<file path="config.mk">
export PLATFORM = sky130hd
export DESIGN_NAME = gat_top
export DESIGN_NICKNAME = d
export VERILOG_FILES = /design/src/common/gat_pkg.sv /design/src/logic/gat_act_counters.sv /design/src/logic/gat_top.sv
export VERILOG_INCLUDE_DIRS = /design/src /design/src/common
export SDC_FILE = /design/constraint.sdc
export NUM_CORES = 1
export LEC_CHECK = 0
export BUFFER_PORTS_ARGS = -buffer_cell sky130_fd_sc_hd__clkbuf_2
export CORE_MARGIN = 2
export CORE_UTILIZATION = 40
export DETAILED_ROUTE_END_ITERATION = 10
export PLACE_DENSITY_LB_ADDON = 0.05
export RECOVER_POWER = 100
export SETUP_SLACK_MARGIN = 0.02
export SYNTH_ARGS = -nofsm -noshare
export SYNTH_HDL_FRONTEND = slang
export SYNTH_SLANG_ARGS = --single-unit
</file>
<file path="constraint.sdc">
create_clock -name clock -period 22.4 [get_ports clock]
set_clock_uncertainty 0.05 [all_clocks]
set_input_delay 2.24 -clock clock [delete_from_list [all_inputs] [get_ports clock]]
set_output_delay 2.24 -clock clock [all_outputs]
set_load 0.02 [all_outputs]
</file>
<file path="src/common/gat_params.svh">
`ifndef GAT_PARAMS_SVH
`define GAT_PARAMS_SVH

// Register offsets
`define GAT_OFS_CTRL 8'h00
`define GAT_OFS_LIMITS 8'h04
`define GAT_OFS_GLB_LIMIT 8'h08
`define GAT_OFS_THR_STATUS 8'h0c
`define GAT_OFS_IRQ_STATUS 8'h10
`define GAT_OFS_IRQ_MASK 8'h14
`define GAT_OFS_ACTIVE 8'h18

// Control fields
`define GAT_CTRL_SHORT_BIT 0
`define GAT_CTRL_CLOSED_BIT 1

// Limit register fields
`define GAT_LIM_BASE_LSB 0
`define GAT_LIM_MID_LSB 8
`define GAT_LIM_CEIL_LSB 16

// Status register fields
`define GAT_STS_HOLD0_LSB 4
`define GAT_STS_HOLD1_LSB 9

// Interrupt status bits
`define GAT_IRQ_SET_LSB 0
`define GAT_IRQ_CLR_LSB 2
`define GAT_IRQ_GLB_BIT 4
`define GAT_IRQ_W 5

// Reset values
`define GAT_RST_CTRL 2'h0
`define GAT_RST_LIMIT 8'h00
`define GAT_RST_MASK 5'h00

// Timing counts in core clocks and windows, activates per limit unit and global limit shifts
`define GAT_THR_WIN_CLKS 1344
`define GAT_GLB_WINS_NORMAL 16384
`define GAT_GLB_WINS_SHORT 4
`define GAT_HOLD_NORMAL 16
`define GAT_HOLD_SHORT 2
`define GAT_ACTS_PER_UNIT 4
`define GAT_GLB_SHIFT_NORMAL 16
`define GAT_GLB_SHIFT_SHORT 4

`endif

</file>
<file path="src/common/gat_pkg.sv">
package gat_pkg;
    typedef enum logic {
        GAT_MODE_NORMAL,
        GAT_MODE_SHORT
    } gat_mode_e;

    typedef logic [7:0] gat_limit_t;
    typedef logic [23:0] gat_count_t;
endpackage

</file>
<file path="src/logic/gat_act_counters.sv">
`timescale 1ns/1ps
`default_nettype none
module gat_act_counters #(
    parameter int N = 8,
    parameter int W = 24
) (
    // Clock and reset
    input wire logic clock,
    input wire logic rst_n,
    // Activates and window clear
    input wire logic [N-1:0] act,
    input wire logic clear,
    // Counts, flattened
    output logic [N*W-1:0] count
);
    genvar i;
    generate
        for (i = 0; i < N; i++) begin : g_cnt
            logic [W-1:0] cnt_reg;
            logic [W-1:0] cnt_next;
            // Saturating count; activate on the clear cycle opens the new window
            assign cnt_next = clear ? {{(W-1){1'b0}}, act[i]} :
                              (act[i] && !(&cnt_reg)) ? cnt_reg + 1'b1 : cnt_reg;
            always_ff @(posedge clock or negedge rst_n) begin
                if (!rst_n) begin
                    cnt_reg <= '0;
                end else begin
                    cnt_reg <= cnt_next;
                end
            end
            assign count[i*W +: W] = cnt_reg;
        end
    endgenerate
endmodule
`default_nettype wire

</file>
<file path="src/logic/gat_top.sv">
// Summary of operation
// - Activates are counted per DIMM pair per branch each global window.
// - Global window is a whole number of 1344-clock throttle windows.
// - Normal mode: global window is 16384 throttle windows.
// - Short-window select: global window is 4 throttle windows.
// - Each per-pair activate counter is 24 bits.
// - Count above global limit sets branch overrun flag, selecting mid limit.
// - Flag holds until 16 quiet windows, or 2 in short mode.
// - After the quiet run the branch overrun flag is cleared.
// - Overrun during the hold restarts the full hold count.
// - Two-window hold only with short select set, else sixteen.
// - All window timing runs on the core clock.
// - One limit unit allows 4 activates per throttle window; 8-bit fields.
// - Closed loop off: flag selects mid limit, else base limit.
// - Base limit applies below low temperature with flag clear.
//
// Local design decisions: the plain strobed port and the address map.
`timescale 1ns/1ps
`default_nettype none
`include "gat_params.svh"
module gat_top #(
    parameter int BRANCHES = 2,
    parameter int PAIRS = 4,
    parameter int CNT_W = 24,
    parameter int THR_WIN_CLKS = `GAT_THR_WIN_CLKS,
    parameter int GLB_WINS_NORMAL = `GAT_GLB_WINS_NORMAL,
    parameter int GLB_WINS_SHORT = `GAT_GLB_WINS_SHORT
) (
    // Clock and reset
    input wire logic clock,
    input wire logic rst_n,
    // Register port
    input wire logic [7:0] reg_addr,
    input wire logic [31:0] reg_wdata,
    input wire logic reg_wr,
    input wire logic reg_rd,
    output logic [31:0] reg_rdata,
    // Memory side
    input wire logic [BRANCHES*PAIRS-1:0] act_pulse,
    input wire logic [BRANCHES-1:0] temp_above_low,
    input wire logic [BRANCHES-1:0] temp_above_mid,
    output logic [BRANCHES*PAIRS-1:0] pair_throttle,
    output logic [BRANCHES*8-1:0] active_activation_limit,
    output logic [BRANCHES-1:0] global_overrun_flag,
    // Interrupt
    output logic irq
);
    import gat_pkg::*;

    localparam int NP = BRANCHES * PAIRS;
    localparam int HOLD_W = 5;
    localparam int TW_W = 10;

    function automatic logic over_global(input gat_count_t cnt, input gat_limit_t lim,
                                         input gat_mode_e mode);
        gat_count_t thr;
        thr = (mode == GAT_MODE_SHORT) ? {12'h000, lim, 4'h0} : {lim, 16'h0000};
        return (lim != 8'h00) && (cnt > thr);
    endfunction

    function automatic logic over_window(input logic [TW_W-1:0] cnt, input gat_limit_t lim);
        return (lim != 8'h00) && (cnt >= {lim, 2'b00});
    endfunction

    // Reset release
    logic rst_s1_reg;
    logic rst_sync_n;
    always_ff @(posedge clock or negedge rst_n) begin
        if (!rst_n) begin
            rst_s1_reg <= 1'b0;
            rst_sync_n <= 1'b0;
        end else begin
            rst_s1_reg <= 1'b1;
            rst_sync_n <= rst_s1_reg;
        end
    end

    // Software registers
    logic [1:0] ctrl_reg;
    logic [23:0] limits_reg;
    gat_limit_t glb_limit_reg;
    logic [`GAT_IRQ_W-1:0] irq_status_reg;
    logic [`GAT_IRQ_W-1:0] irq_mask_reg;
    logic [31:0] rdata_reg;

    gat_mode_e mode;
    logic closed_loop_enable;
    gat_limit_t base_activation_limit;
    gat_limit_t middle_activation_limit;
    gat_limit_t ceiling_activation_limit;
    assign mode = ctrl_reg[`GAT_CTRL_SHORT_BIT] ? GAT_MODE_SHORT : GAT_MODE_NORMAL;
    assign closed_loop_enable = ctrl_reg[`GAT_CTRL_CLOSED_BIT];
    assign base_activation_limit = limits_reg[`GAT_LIM_BASE_LSB +: 8];
    assign middle_activation_limit = limits_reg[`GAT_LIM_MID_LSB +: 8];
    assign ceiling_activation_limit = limits_reg[`GAT_LIM_CEIL_LSB +: 8];

    // Window timing on the core clock
    logic [10:0] thr_cnt_reg;
    logic [14:0] glb_cnt_reg;
    logic thr_end;
    logic glb_end;
    logic [14:0] glb_wins;
    assign glb_wins = (mode == GAT_MODE_SHORT) ? 15'(GLB_WINS_SHORT) : 15'(GLB_WINS_NORMAL);
    assign thr_end = (thr_cnt_reg == 11'(THR_WIN_CLKS - 1));
    assign glb_end = thr_end && (glb_cnt_reg >= glb_wins - 15'h0001);

    always_ff @(posedge clock or negedge rst_sync_n) begin
        if (!rst_sync_n) begin
            thr_cnt_reg <= '0;
            glb_cnt_reg <= '0;
        end else begin
            thr_cnt_reg <= thr_end ? 11'h000 : thr_cnt_reg + 11'h001;
            glb_cnt_reg <= glb_end ? 15'h0000 : (thr_end ? glb_cnt_reg + 15'h0001 : glb_cnt_reg);
        end
    end

    // Global activate counters
    logic [NP*CNT_W-1:0] act_count;
    gat_act_counters #(.N(NP), .W(CNT_W)) u_counters (
        .clock(clock),
        .rst_n(rst_sync_n),
        .act(act_pulse),
        .clear(glb_end),
        .count(act_count)
    );

    logic [NP-1:0] pair_over;
    logic [BRANCHES-1:0] branch_over;
    logic [BRANCHES-1:0] flag_reg;
    logic [BRANCHES-1:0] flag_next;
    logic [BRANCHES*HOLD_W-1:0] hold_reg;
    logic [HOLD_W-1:0] hold_need;
    logic [BRANCHES-1:0] flag_set_ev;
    logic [BRANCHES-1:0] flag_clr_ev;
    assign hold_need = (mode == GAT_MODE_SHORT) ? 5'(`GAT_HOLD_SHORT) : 5'(`GAT_HOLD_NORMAL);

    genvar p;
    generate
        for (p = 0; p < NP; p++) begin : g_pair
            logic [TW_W-1:0] tw_reg;
            logic thr_reg;
            assign pair_over[p] = over_global(act_count[p*CNT_W +: CNT_W], glb_limit_reg, mode);
            // Per throttle window allowance, 4 activates per limit unit
            always_ff @(posedge clock or negedge rst_sync_n) begin
                if (!rst_sync_n) begin
                    tw_reg <= '0;
                    thr_reg <= 1'b0;
                end else begin
                    tw_reg <= thr_end ? {{(TW_W-1){1'b0}}, act_pulse[p]} :
                              (act_pulse[p] && !(&tw_reg)) ? tw_reg + 1'b1 : tw_reg;
                    thr_reg <= over_window(tw_reg,
                        active_activation_limit[(p/PAIRS)*8 +: 8]);
                end
            end
            assign pair_throttle[p] = thr_reg;
        end
    endgenerate

    genvar b;
    generate
        for (b = 0; b < BRANCHES; b++) begin : g_branch
            logic [HOLD_W-1:0] hold;
            logic quiet_done;
            gat_limit_t lim_next;
            assign hold = hold_reg[b*HOLD_W +: HOLD_W];
            assign branch_over[b] = |pair_over[b*PAIRS +: PAIRS];
            assign quiet_done = flag_reg[b] && !branch_over[b] && (hold + 5'h01 >= hold_need);
            assign flag_next[b] = glb_end ? (branch_over[b] || (flag_reg[b] && !quiet_done))
                                          : flag_reg[b];
            assign flag_set_ev[b] = glb_end && branch_over[b] && !flag_reg[b];
            assign flag_clr_ev[b] = glb_end && quiet_done;
            assign lim_next = (closed_loop_enable && temp_above_mid[b]) ? ceiling_activation_limit :
                              (closed_loop_enable && temp_above_low[b]) ? middle_activation_limit :
                              flag_next[b] ? middle_activation_limit :
                              base_activation_limit;
            always_ff @(posedge clock or negedge rst_sync_n) begin
                if (!rst_sync_n) begin
                    hold_reg[b*HOLD_W +: HOLD_W] <= '0;
                    flag_reg[b] <= 1'b0;
                    active_activation_limit[b*8 +: 8] <= `GAT_RST_LIMIT;
                end else begin
                    if (glb_end) begin
                        // Overrun restarts the hold; quiet windows count it up
                        hold_reg[b*HOLD_W +: HOLD_W] <= (branch_over[b] || quiet_done) ? 5'h00
                            : (flag_reg[b] ? hold + 5'h01 : 5'h00);
                    end
                    flag_reg[b] <= flag_next[b];
                    active_activation_limit[b*8 +: 8] <= lim_next;
                end
            end
        end
    endgenerate
    assign global_overrun_flag = flag_reg;

    // Register access decode
    logic hit_ctrl;
    logic hit_limits;
    logic hit_glb;
    logic hit_sts;
    logic hit_irq;
    logic hit_mask;
    logic hit_active;
    assign hit_ctrl = (reg_addr == `GAT_OFS_CTRL);
    assign hit_limits = (reg_addr == `GAT_OFS_LIMITS);
    assign hit_glb = (reg_addr == `GAT_OFS_GLB_LIMIT);
    assign hit_sts = (reg_addr == `GAT_OFS_THR_STATUS);
    assign hit_irq = (reg_addr == `GAT_OFS_IRQ_STATUS);
    assign hit_mask = (reg_addr == `GAT_OFS_IRQ_MASK);
    assign hit_active = (reg_addr == `GAT_OFS_ACTIVE);

    logic [31:0] rd_mux;
    logic [31:0] throttle_status_register;
    logic [`GAT_IRQ_W-1:0] irq_events;
    logic [`GAT_IRQ_W-1:0] irq_status_next;
    assign throttle_status_register = {18'h00000, hold_reg[HOLD_W +: HOLD_W],
                                       hold_reg[0 +: HOLD_W], 2'b00, flag_reg};
    assign rd_mux = hit_ctrl ? {30'h00000000, ctrl_reg} :
                    hit_limits ? {8'h00, limits_reg} :
                    hit_glb ? {24'h000000, glb_limit_reg} :
                    hit_sts ? throttle_status_register :
                    hit_irq ? {27'h0000000, irq_status_reg} :
                    hit_mask ? {27'h0000000, irq_mask_reg} :
                    hit_active ? {16'h0000, active_activation_limit} : 32'h00000000;
    assign irq_events = {glb_end, flag_clr_ev, flag_set_ev};
    // Read clears, a new event in the same cycle survives
    assign irq_status_next = ((reg_rd && hit_irq) ? 5'h00 : irq_status_reg) | irq_events;

    always_ff @(posedge clock or negedge rst_sync_n) begin
        if (!rst_sync_n) begin
            ctrl_reg <= `GAT_RST_CTRL;
            limits_reg <= {`GAT_RST_LIMIT, `GAT_RST_LIMIT, `GAT_RST_LIMIT};
            glb_limit_reg <= `GAT_RST_LIMIT;
            irq_mask_reg <= `GAT_RST_MASK;
            irq_status_reg <= '0;
            rdata_reg <= '0;
        end else begin
            if (reg_wr && hit_ctrl) ctrl_reg <= reg_wdata[1:0];
            if (reg_wr && hit_limits) limits_reg <= reg_wdata[23:0];
            if (reg_wr && hit_glb) glb_limit_reg <= reg_wdata[7:0];
            if (reg_wr && hit_mask) irq_mask_reg <= reg_wdata[`GAT_IRQ_W-1:0];
            irq_status_reg <= irq_status_next;
            rdata_reg <= reg_rd ? rd_mux : 32'h00000000;
        end
    end
    assign reg_rdata = rdata_reg;
    assign irq = |(irq_status_reg & irq_mask_reg);

    // Checks
    logic [TW_W-1:0] tw0;
    assign tw0 = g_pair[0].tw_reg;
endmodule
`default_nettype wire

</file>
# Word-level counts from Yosys, hierarchy flattened
# Cells that the tools add are included.
dict set report word_totals {
  output_inout_bits 59
  reg_bits 412
}
dict set report op_classes {
  mux 60
  n_reduce_logical 120
  addsub 21
  n_lt_le_gt_ge 19
  eq_ne 7
  bitwise 2
}
# operator n
set op_table {}
lappend op_table {{24-bit 2-to-1 mux} 19}
lappend op_table {{24-bit by 1-bit adder with 24-bit output (second input constant)} 8}
lappend op_table {{24-bit greater-than comparator} 8}
lappend op_table {{24-bit AND reduction} 8}
lappend op_table {{10-bit 2-to-1 mux} 16}
lappend op_table {{10-bit by 1-bit adder with 10-bit output (second input constant)} 8}
lappend op_table {{10-bit greater-or-equal comparator} 8}
lappend op_table {{16-bit 2-to-1 mux} 5}
lappend op_table {{10-bit AND reduction} 8}
lappend op_table {{1-bit logical AND} 54}
lappend op_table {{8-bit 2-to-1 mux} 6}
lappend op_table {{15-bit 2-to-1 mux} 3}
lappend op_table {{2-bit nonzero test} 17}
lappend op_table {{32-bit 2-to-1 mux} 1}
lappend op_table {{5-bit 2-to-1 mux} 6}
lappend op_table {{8-bit by 5-bit == test with 1-bit output (second input constant)} 3}
lappend op_table {{8-bit nonzero test} 3}
lappend op_table {{1-bit logical NOT} 22}
lappend op_table {{8-bit by 4-bit == test with 1-bit output (second input constant)} 2}
lappend op_table {{15-bit by 1-bit adder with 15-bit output (second input constant)} 1}
lappend op_table {{15-bit greater-or-equal comparator} 1}
lappend op_table {{15-bit by 1-bit subtractor with 15-bit output (second input constant)} 1}
lappend op_table {{11-bit by 1-bit adder with 11-bit output (second input constant)} 1}
lappend op_table {{11-bit == test (second input constant)} 1}
lappend op_table {{11 further kinds} 19}

# Logic depth before layout (Yosys ltp)
# Gate-level depths: netlist of the first run.
dict set report depth {
  word_depth 15
  mapped_depth 13
  mapped_depth_nobuf 10
}

# Hierarchy
# A second synthesis of the first run with hierarchy kept.
dict set report hier_totals {
  cells_unflattened 2712
  area_unflattened_um2 25340.6
}
# mod instances seq_area_each_um2 area_each_um2 cells_per_inst
set by_module_without_submodules {}
lappend by_module_without_submodules {gat_top 1 5305.1 14835.5 1575}
lappend by_module_without_submodules {gat_act_counters 1 4804.6 10505.1 1137}

# Least setup slack after synthesis of the first run
# Ideal clock, no wire load.
dict set report synth_timing {
  kind {input -> register}
  startpoint {in reg_addr[0]}
  endpoint {reg limits_reg[10]}
  cell_stages 7
  slack_ns 18.074
  arrival_time_ns 4.151
  setup_ns 0.125
  required_ns 22.225
  path_buffers 2
  path_cell_list {or4_1 nor3_1 and2_1 clkbuf_1 nand2_1 clkbuf_1 mux2_2}
}
dict set report synth_between {
  elab_chain_len 2
}
# element line_no
set synth_rtl {}
lappend synth_rtl {{start, declared} gat_top.sv:33} ;# input wire logic [7:0] reg_addr,
lappend synth_rtl {{8-bit by 3-bit == test with 1-bit output (no line)} --}
lappend synth_rtl {{1-bit logical AND} gat_top.sv:238} ;# if (reg_wr && hit_limits) limits_reg <= reg_wdata[23:0];
lappend synth_rtl {{end signal, assigned} gat_top.sv:231} ;# limits_reg <= {`GAT_RST_LIMIT, `GAT_RST_LIMIT, `GAT_RST_LIMIT};
lappend synth_rtl {{end signal, assigned} gat_top.sv:238}
lappend synth_rtl {{end, declared} gat_top.sv:80} ;# logic [23:0] limits_reg;
# Every way passes these cells.
# A chain may end at the register's enable or synchronous reset.

==> summary.md, run 1 <==
The flow ran to the end, but the final reports show violations. The checks that failed: max-capacitance violations, max-slew violations. At the pin with the least slew margin, the transition time is 4.12 ns. By area, the combinational part of the netlist is dominated by simple AND/OR/NAND/NOR gates.

Slowest stage cell on the critical path: clkbuf_1. The later pin in the worst-skew pair is clocked with a latency of 0.61 ns. The tools report the global router's overall resource usage as 0.211. The critical path startpoint is rst_sync_n$_DFF_PN0_. The max-slew violation count was 655. The cell that appears most often on the critical path is clkbuf_1. Setup repair after global routing left no endpoint under its margin. The total of buffers placed on input and output ports was 98; the final number of hold-violating endpoints was 0. The share of Yosys cell area claimed by the top area cell type works out to 0.416.

Entering global routing, the biggest net connects 93 pins. Yosys mapped a number of flops with a built-in enable equal to 0. The tools report the element type at the critical path end as an asynchronous set/reset pin. Multiplexer share of the synthesized area: 0.0244. The clock transition at the registers of the reported paths is 0.06 ns, and the routability-driven placement congestion ratio is 0.816.

The number of hold buffers added after CTS was 0. The cell area power density is 83.8 nW/um^2. The worst setup path is launched from a flip-flop.

The via count of the first global-routing pass was 18700; the synthesized area per cell was 9.43 sq um. For this run, the slowest stage of the critical path takes 3.05 ns. dfrtp_1 is the most common cell in the netlist.

Internal power comes to 1560 uW. Clock tree synthesis selected as its root buffer the cell clkbuf_16. The worst register-to-register path begins at rst_sync_n$_DFF_PN0_. The critical path goes through clkbuf_1 > clkbuf_1 > clkbuf_1. The worst hold path was traced through 0 stages. The async set or reset register ratio after synthesis came out at 1.00. Final setup violation count: 0.

Compared with the post-synthesis result, the final layout area differs by 11.7%. The tools report the post-synthesis cell type count as 72. After synthesis the cells add up to 24300 sq um. The min-delay analysis places its worst path in the category flip-flop to flip-flop. Counting I/O delays and the setup requirement, the final critical path takes 11.18 ns. Area share of and/or/nand/nor cells after synthesis: 0.210. The share of the clock period used by the worst path after layout is 0.499.

The buffer depth of the longest clock path came out at 3. The area fraction in compound gates after synthesis is 0.114, and the total number of clock tree sinks is 404. The tools report the sequential-to-total area share from yosys stat as 0.416. The floorplan step defined a die boundary enclosing 62800 sq um. The floorplan step set the die width to 251 microns. The area share of fa/ha/maj cells after synthesis was 0.126.

For the register share of total power, the log shows 0.417. The max-slew headroom at the worst pin came out at -1.75. For this block, the via count after detailed routing is 19300. The setup TNS after final layout came out at 0 ns.

Dividing the detail-routed wire length by the instance count gives 18.9 microns. After the last flow step, the layout net total stands at 2964. Synthesis produced a netlist whose cell count is 2580.

The worst hold slack after final layout came out at 0.279 ns. The share of total power in combinational logic is 0.202, and the H-tree depth is 2. For the initial core utilization, the log shows 0.404. The commonest cells after synthesis are dfrtp_1 (404), nor2_1 (305), ha_1 (244).

In this run the remaining antenna-violating nets after routing total 0. Once the clock tree was built, the setup fixing pass inserted 0 buffers. Data on the critical path is required at its endpoint by 22.40 ns. The floorplan step defined a core boundary enclosing 60200 sq um. Cell row count: 90. For the worst setup path, the data arrival time is 11.18 ns. TritonCTS built the clock tree.

Measured in cells, the most critical reg-to-reg path has a length of 3. The total of warnings raised by yosys came out at 0. By area the synthesized netlist is led by dfrtp_1 (42%), ha_1 (13%), nor2_1 (4.7%).

Among all flip-flop cells after synthesis, the most frequent one is dfrtp_1. Pin placement for this block handled 115 I/O pins. The pre-antenna-repair detailed-routing pass consisted of 8 iterations.

The xor and xnor fraction of the mapped netlist area is 0.0778, and the fraction of power spent switching nets is 0.313. The logs give 105 mm for the global-route wire length before repair and 49.9 uV for the worst ir drop on vdd. For this design the static power due to leakage is 0.0124 uW. Number of buffers created by CTS: 50. The switching power summed over all nets was 714 uW; the flip-flop and latch count after synthesis was 404. The classification of the worst setup path is flip-flop to asynchronous set/reset pin. For this run, the top clock speed supported by timing is 89.4 MHz.

The run gives 0.381 as the clock share of power. The number of antenna repair diodes is 0. Dividing the detail-routed via count by the number of cells gives 5.52.

The ratio of cells with drive above 1 in the final layout is 0.0695. The logs give 45.8 mm for the detailed placement HPWL and 0 for the count of unresolved DRC violations after routing. Critical-path maximum fanout: 74. The post-cts sizing count is 0. The run gives 1066 as the first-iteration detailed-routing DRC count. Summed over all layers, the global routing overflow is 0. Across the run, the number of max-cap violations was 10. The y dimension of the die is 251 microns, and the number of antenna violations at the first check in global routing is 1. The origin of the worst min-delay path is rst_s1_reg$_DFF_PN0_. Flip-flop count of the largest register, all copies and words added: 192. The cell type with the highest aggregate area in the netlist was dfrtp_1. The routed design has 66.1 mm of wire.
-- final cells by class --
type | instances | area [sq um]
fillers | 5802 | 33100
multi-input cells | 1990 | 13400
flip-flops and latches | 404 | 10100
clock buffers | 69 | 1420
inverters | 105 | 394
clock inverters | 25 | 334
repair buffers | 113 | 497
well taps | 782 | 978
-- worst paths after layout --
check	to	slack, ns
setup reg to reg	u_counters.g_cnt[2].cnt_reg[2]$_DFFE_PN0P_	11.22
max in group clock	active_activation_limit[2]$_DFF_PN0_	12.19
hold / removal	rst_sync_n$_DFF_PN0_	0.28
setup / recovery	u_counters.g_cnt[2].cnt_reg[2]$_DFFE_PN0P_	11.22
min in group asynchronous	g_branch[1].hold[0]$_DFFE_PN0P_	1.12
hold reg to reg	rst_sync_n$_DFF_PN0_	0.28
-- power by group through the flow --
stage	logic (uW)	clock network (uW)	registers, uW
6_report	461	868	949
5_1_grt	538	923	967
4_1_cts	473	894	949
3_5_place_dp	468	0	960
3_3_place_gp	454	0	957
2_1_floorplan	368	0	931
-- layout by cell type, fill, tap and decap left out, drive strengths merged, types with 6 or more instances in the layout --
cell type | Yosys | routed
a211oi | 6 | 6
a21boi | 12 | 12
a21o | 15 | 15
a21oi | 119 | 119
a222oi | 9 | 9
a22oi | 8 | 8
a31oi | 26 | 26
a41o | 8 | 8
and2 | 34 | 34
and3 | 45 | 45
and4 | 31 | 31
bufinv | 0 | 7
clkbuf | 57 | 177
clkinv | 0 | 13
conb | 2 | 9
dfrtp | 404 | 404
ha | 244 | 244
inv | 105 | 107
mux2 | 42 | 42
mux2i | 12 | 12
nand2 | 218 | 218
nand2b | 22 | 22
nand3 | 128 | 128
nand4 | 89 | 89
nor2 | 305 | 305
nor2b | 18 | 18
nor3 | 48 | 48
nor4 | 23 | 23
nor4b | 6 | 6
o211ai | 21 | 21
o21a | 37 | 37
o21ai | 106 | 106
o22a | 8 | 8
o31a | 7 | 7
o31ai | 6 | 6
or2 | 6 | 6
or3 | 49 | 49
xnor2 | 100 | 100
xor2 | 116 | 116
-- metrics by stage --
stage          std cells  instance area (sq um)  total power [uW]  setup slack [ns]  utilization
6_report            3488                  27200              2280             11.22        0.451
5_1_grt             3488                  27200              2430              8.76        0.451
4_1_cts             3488                  27300              2310             17.59        0.453
3_5_place_dp        3394                  25500              1430             16.92        0.424
3_3_place_gp        3394                  25500              1410             16.99        0.424
2_1_floorplan       2587                  24400              1300             10.26            -
-- per-layer routing --
| metal | GRT usage | wire, microns |
|---|---|---|
| met5 | 0 | 0 |
| met3 | 0.0303 | 2660 |
| met1 | 0.296 | 31600 |
| met4 | 0.0657 | 1820 |
| met2 | 0.336 | 30000 |
-- logic make-up (layout without fill, tap and decap cells) --
| group | after synthesis | after routing |
|---|---|---|
| flip-flops | 404 | 404 |
| adder cells (fa/ha/maj) | 244 | 244 |
| AND/OR/NAND/NOR | 1038 | 1038 |
| other | 2 | 9 |
| XOR/XNOR | 216 | 216 |
| multiplexers | 54 | 54 |
| buffers and inverters | 193 | 312 |
| AO/OA/AOI/OAI | 429 | 429 |
-- worst max-delay path, delay by kind of cell (launching register included) --
family / cells / cell delay [ns]
buf+inv: 3 / 8.25
flops: 1 / 2.21
No activity file was read; power rests on OpenSTA's default activity.
==> run 2, diff against run 1 <==
==> constraint.sdc (replaced) <==
create_clock -name clock -period 11.5 [get_ports clock]
set_clock_uncertainty 0.05 [all_clocks]
set_input_delay 1.15 -clock clock [delete_from_list [all_inputs] [get_ports clock]]
set_output_delay 1.15 -clock clock [all_outputs]
set_load 0.02 [all_outputs]
==> run 2 against run 1 <==
The run still ends with max-capacitance violations, max-slew violations left. Sequential power increased by 95%. Wire length decreased by 0.30%. Non-clock buffer count increased by 4. Combinational power increased by 95%. Flip-flop and latch count unchanged. Critical path depth increased by 7. Design area about the same. Worst hold slack improved by 0.0073 ns. Register-to-register slack got worse by 6.4 ns. Global-route usage increased by 0.23 points. Clock-buffer cell count increased by 6. Critical endpoint is now u_counters.g_cnt[3].cnt_reg[0]$_DFFE_PN0P_. Largest power group unchanged.
==> summary.md, run 2 (synthesis gave the netlist of run 1 again) <==
The busiest layer in global routing was met2. For the H-tree depth, the log shows 2. The total number of clock tree sinks is 404. The ratio of cells with drive above 1 in the final layout was 0.0717; the depth of the most critical reg-to-reg path was 10. Buffers inserted during clock tree synthesis total 49.

The average wire length per cell after detail routing came out at 18.9 microns. For the register share of total power, the log shows 0.424. The classification of the worst setup path is flip-flop to flip-flop.

After clock tree synthesis, the flow added hold-fix buffers numbering 0. For the number of antenna violations at the first check in global routing, the log shows 1. The global-route wire length before repair is 107 mm. The slew of the pin with the lowest slew margin came out at 3.96 ns.

For the global router's overall resource usage, the log shows 0.213. The tools report the post-layout instance area as 27100 sq um. Max-cap violations in this run came to 5. The highest clock rate is 149 MHz.

Setup violations remaining at the end of the flow were counted as 0. The worst endpoint data arrival time was 7.07 ns; the share of total power in combinational logic was 0.206. The tightest min-delay check is of the input port to asynchronous set/reset pin type.

Setup repair after global routing left no endpoint under its margin. In this run the core area contains 90 standard-cell rows. In this run the worst path has a maximum fanout of 97. The tools report the count of unresolved DRC violations after routing as 0. For this design the top-level I/O count stands at 115. Detailed placement HPWL: 45.5 mm. TritonCTS built the clock tree. The clock transition at the registers of the reported paths was 0.06 ns; the max-slew headroom at the worst pin was -1.64. In the layout the commonest cells are dfrtp_1 (404), nor2_1 (305), ha_1 (244). The routability-driven placement congestion ratio is 0.832.

The met3 routing resource usage after global routing is 0.0268, and the post-cts sizing count is 0. The share of the clock period used by the worst path after layout came out at 0.585. The chip width works out to 251 microns.

The logs give 25600 sq um for the placed standard-cell area and 101 uV for the worst ir drop on vdd. STA puts the critical path data required time at 11.85 ns. The y dimension of the die is 251 microns. The routed layout has 19000 vias.

The final routed wirelength across all metal layers was 65.9 mm. The most common cell after layout, fill and taps aside is dfrtp_1. The met1 track utilization from global routing was 0.291; the synthesis-to-layout area growth was 11.6%. The total of buffers placed on input and output ports was 98; the worst-case register-to-register setup slack was 4.77 ns.

For this design the total switching power over the nets is 1360 uW. The run gives 2967 as the number of nets in the final layout. The flip-flop count of the largest register, all copies and words added was 192; the area of the core was 60200 sq um. Met2 track demand over resource: 0.355.

In this run the post-CTS setup repair buffer count came out at 0. The multi-input combinational cells in the finished layout cover a total of 13400 sq um. The flow ran to the end, but the final reports show violations.

The filler cells instantiated in the layout total 5844. The tools report the latest clock arrival within the worst-skew pair as 0.59 ns. The tools report the final number of hold-violating endpoints as 0.

Ratio of routed vias to standard cells: 5.45. The initial core utilization came out at 0.404. The buffer depth of the longest clock path is 3. The clock share of power came out at 0.370.

The fraction of power spent switching nets was 0.311; the max-slew violation count was 359. The tree is rooted in a clkbuf_16. The setup TNS after final layout is 0 ns, and the pin count of the biggest net entering global routing is 98. The cell area power density was 160 nW/um^2. Once detail routing completed, the nets flagged for antenna violations numbered 0. The via count of the first global-routing pass came out at 19100. Cell internal power was estimated by the tool at 3000 uW. The element type at the critical path end is a flip-flop. For this run, the detailed router's first-pass iteration total came to 5. The analysis attributes to cell leakage a power of 0.0124 uW. The type of origin of the critical path is a flip-flop. The final reports fail on max-capacitance violations, max-slew violations.

The die covers 62800 sq um. Overflow left after global routing: 0. Summing all flip-flop and latch instances after layout gives 10100 sq um.

The clock period minus final worst setup slack was 6.73 ns; the first-iteration detailed-routing DRC count was 1056.
-- run 2: layout make-up --
type,instances,share of cell area
Antenna cell,1,0.0000922
Inverter,105,0.0145
Clock buffer,75,0.0562
Sequential cell,404,0.372
Clock inverter,13,0.00548
Multi-Input combinational cell,1990,0.495
Tap cell,782,0.0360
Timing Repair Buffer,117,0.0200
-- run 2: power by group through the flow --
stage / sequential, uW / combinational, uW / clock [uW]
6_report: 1850 / 899 / 1610
5_1_grt: 1880 / 1050 / 1710
4_1_cts: 1850 / 918 / 1660
3_5_place_dp: 1870 / 910 / 0
3_3_place_gp: 1860 / 888 / 0
2_1_floorplan: 1810 / 716 / 0
-- run 2: final timing paths --
check | start | end
worst min register to register | rst_s1_reg$_DFF_PN0_ | rst_sync_n$_DFF_PN0_
max in group asynchronous | rst_sync_n$_DFF_PN0_ | u_counters.g_cnt[2].cnt_reg[1]$_DFFE_PN0P_
worst max register to register | ctrl_reg[0]$_DFFE_PN0P_ | u_counters.g_cnt[3].cnt_reg[0]$_DFFE_PN0P_
worst min-delay path | rst_n | rst_s1_reg$_DFF_PN0_
min in group clock | rst_s1_reg$_DFF_PN0_ | rst_sync_n$_DFF_PN0_
worst max-delay path | ctrl_reg[0]$_DFFE_PN0P_ | u_counters.g_cnt[3].cnt_reg[0]$_DFFE_PN0P_
-- run 2: metal layers --
metal	up-vias	part of all wire
li1	9350	-
met1	9245	0.48
met2	298	0.46
met3	95	0.035
met4	0	0.024
met5	-	0
-- run 2: per-stage QoR --
stage	hold WS [ns]	setup slack, ns	utilization	total power, uW	instances
detailed placement	0.292	6.68	0.424	2780	3398
floorplan	0.281	4.86	-	2530	2587
CTS	0.246	7.04	0.452	4420	3486
global route	0.265	3.39	0.451	4640	3486
finish	0.287	4.77	0.451	4350	3487
global placement	0.288	6.73	0.424	2750	3398
-- run 2: critical path, cell delays in order, from the launching register on --
cell and delay, ns:
dfrtp_1 0.69, clkbuf_1 0.67, ha_1 0.27, and3_1 0.19
a221o_1 0.15, a31oi_1 0.05, o31ai_1 0.22, clkbuf_1 0.33
and2_0 2.43, buf_4 1.11, o311ai_0 0.27
==> run 3, diff against run 2 <==
==> constraint.sdc (replaced) <==
create_clock -name clock -period 6.46 [get_ports clock]
set_clock_uncertainty 0.05 [all_clocks]
set_input_delay 0.646 -clock clock [delete_from_list [all_inputs] [get_ports clock]]
set_output_delay 0.646 -clock clock [all_outputs]
set_load 0.02 [all_outputs]
==> run 3 against run 2 <==
The flow still finishes with violations (max-capacitance violations, max-slew violations). Maximum frequency is 38% higher. Power up 78%. Die area unchanged. Highest routed layer unchanged. Clock power grew 77%. Setup slack worse by 3.2 ns. Via count grew 1.1%. Wire length decreased by 1.0%.
==> summary.md, run 3 (synthesis gave the netlist of run 1 again) <==
Detailed placement ended at an HPWL of 45.3 mm. After detailed placement, the design holds a cell count of 3394. The flow ran to the end, but the final reports show violations. Setup violations remaining at the end of the flow were counted as 0. Summed over all nets, the switching power comes to 2420 uW. The endpoint with the worst hold slack is limits_reg[8]$_DFFE_PN0P_.

The number of nets in the final layout is 2964. The ratio of routed vias to standard cells is 5.51. Input and output buffers added on the ports amount to 98. The floorplan step defined a die boundary enclosing 62800 sq um. STA classifies the critical path endpoint as a flip-flop. The later pin in the worst-skew pair is clocked with a latency of 0.60 ns. Across the run, the number of max-cap violations was 3. The busiest layer in global routing is met2. The area of the core is 60200 sq um. The worst reg2reg path endpoint was active_activation_limit[6]$_DFF_PN0_.

At the pin with the least slew margin, the transition time is 1.79 ns. The logs give 205 MHz for the highest clock rate and 0.424 for the register share of total power. The share of the clock period used by the worst path after layout is 0.755. The final reports fail on max-capacitance violations, max-slew violations. The run gives -0.194 as the max-slew headroom at the worst pin. Compared with the post-synthesis result, the final layout area differs by 11.7%. The initialized floorplan defines 90 standard-cell rows.

The run gives 0 as the post-cts sizing count. During I/O placement, the number of pins put on the boundary was 115. Summed over all cells, the static leakage comes to 0.0124 uW.

The detailed router finished its first iteration with 1084 violations. The routability-driven placement congestion ratio was 0.830. For this block, the routed nets add up to 65.2 mm of wire.

The fraction of power spent switching nets works out to 0.313. The y dimension of the die came out at 251 microns. The max-slew violation count was 179; the depth of the most critical reg-to-reg path was 11. The classification of the worst setup path was flip-flop to flip-flop. The critical-path maximum fanout is 19. The run gives 0.208 as the share of total power in combinational logic.

For the initial core utilization, the log shows 0.404. After detailed routing, the number of remaining DRC violations is 0. Count of TritonRoute iterations in the first routing pass: 7.

Fill cells in the final layout number 5807. The flip-flop count of the largest register, all copies and words added is 192. The top cell types in the final layout, fill and taps aside, are dfrtp_1 (404), nor2_1 (305), ha_1 (244). After the flow finishes, the layout carries non-filler instances totaling 3484.

Startpoint of the most critical register-to-register path: ctrl_reg[0]$_DFFE_PN0P_. The met2 track demand over resource was 0.348; the pin count of the biggest net entering global routing was 173. Internal power comes to 5320 uW. In the final timing run, aggregate negative setup slack is 0 ns. The clock period minus final worst setup slack is 4.88 ns, and the overflow left after global routing is 0. Clock tree synthesis found a total of 404 sinks. The met3 routing resource usage after global routing is 0.0262, and the global router's overall resource usage is 0.209.

In this run the worst hold path is classified as input port to flip-flop. The chip width was 251 microns; the total power after layout was 7750 uW. The logs give 0.368 for the clock share of power and 0 for the post-route antenna net violation count. Detailed routing inserted a total of 19200 vias. The clock passes through at most 3 buffers.

Setup repair after global routing left no endpoint under its margin. The run gives 19100 as the via count of the first global-routing pass. The H-tree depth was 2.

For the worst setup path, the data required time is 6.88 ns. The tools report the met1 track utilization from global routing as 0.287. For the final number of hold-violating endpoints, the log shows 0. The number of instances on the worst hold path was 2; the number of antenna violations at the first check in global routing was 0.

The average wire length per cell after detail routing was 18.7 microns. Clock-pin slew was measured on the worst setup and hold paths at 0.06 ns. The worst setup path is launched from a flip-flop. For the number of buffers created by CTS, the log shows 49. The tools report the global-route wire length before repair as 105 mm. Worst endpoint data arrival time: 5.30 ns. TritonCTS built the clock tree. The worst-case IR drop observed on VDD is 163 uV.

Dividing total power by cell area gives a power density of 285 nW/um^2. The most common cell after layout, fill and taps aside is dfrtp_1. The worst register-to-register path has a setup slack of 1.58 ns. The ratio of cells with drive above 1 in the final layout is 0.0718.

The startpoint identified for the worst hold timing path is reg_wdata[8]. CTS placed an instance of clkbuf_16 at the clock tree root.
run 3: cell count changes in the layout (fill, tap and decap cells not counted), moves of 2 or more:
cell	change
and2_0	-4
and2_1	+3
buf_12	+3
buf_4	-3
clkbuf_1	-3
clkbuf_2	+2
clkbuf_8	-3
run 3: final cells by class:
class | instances | area, sq um | share of cell area
Sequential cell | 404 | 10100 | 0.372
Timing Repair Buffer | 114 | 577 | 0.0212
Clock inverter | 14 | 184 | 0.00677
Multi-Input combinational cell | 1990 | 13400 | 0.495
Tap cell | 782 | 978 | 0.0360
Antenna cell | 1 | 2.50 | 0.0000921
Clock buffer | 74 | 1470 | 0.0542
Inverter | 105 | 394 | 0.0145
run 3: stage by stage:
step	util	hold slack, ns	instance area (sq um)	worst slack [ns]
2_1_floorplan	-	0.281	24400	2.44
3_3_place_gp	0.425	0.281	25600	2.15
3_5_place_dp	0.425	0.284	25600	2.09
4_1_cts	0.452	0.205	27200	2.08
5_1_grt	0.451	0.221	27200	1.24
6_report	0.451	0.241	27200	1.58
run 3: power groups by stage:
stage | clock network, uW | logic [uW] | registers, uW
2_1_floorplan | 0 | 1270 | 3230
3_3_place_gp | 0 | 1590 | 3310
4_1_cts | 2940 | 1650 | 3280
5_1_grt | 3030 | 1880 | 3350
3_5_place_dp | 0 | 1630 | 3320
6_report | 2850 | 1610 | 3290
run 3: worst max-delay path by stage:
stage          cells after the start                     from                                    end
2_1_floorplan                      0     rst_sync_n$_DFF_PN0_   active_activation_limit[0]$_DFF_PN0_
3_3_place_gp                      11  ctrl_reg[0]$_DFFE_PN0P_   active_activation_limit[6]$_DFF_PN0_
3_5_place_dp                      11  ctrl_reg[0]$_DFFE_PN0P_   active_activation_limit[6]$_DFF_PN0_
4_1_cts                           11  ctrl_reg[0]$_DFFE_PN0P_   active_activation_limit[6]$_DFF_PN0_
5_1_grt                           11  ctrl_reg[0]$_DFFE_PN0P_  active_activation_limit[11]$_DFF_PN0_
6_report                          11  ctrl_reg[0]$_DFFE_PN0P_   active_activation_limit[6]$_DFF_PN0_
run 3: layer usage:
layer	wire (microns)	part of all wire
met1	31000	0.48
met4	1400	0.021
met5	0	0
met2	30500	0.47
met3	2260	0.035
run 3: worst max-delay path, cell delays in order, from the launching register on:
cell and delay (ns):
dfrtp_1 0.56, clkbuf_1 0.80, nand2b_1 0.70, ha_1 0.38
nand4_1 0.14, or3_1 0.15, a21oi_1 0.04, nor4_1 0.47
o211ai_1 0.38, o211ai_4 0.57, a31oi_1 0.15, o31a_1 0.32
run 3: repair_timing:
action	4_1_cts	5_1_grt
setup buffers	0	0
hold endpoints to repair	2	0
hold buffers	1	0
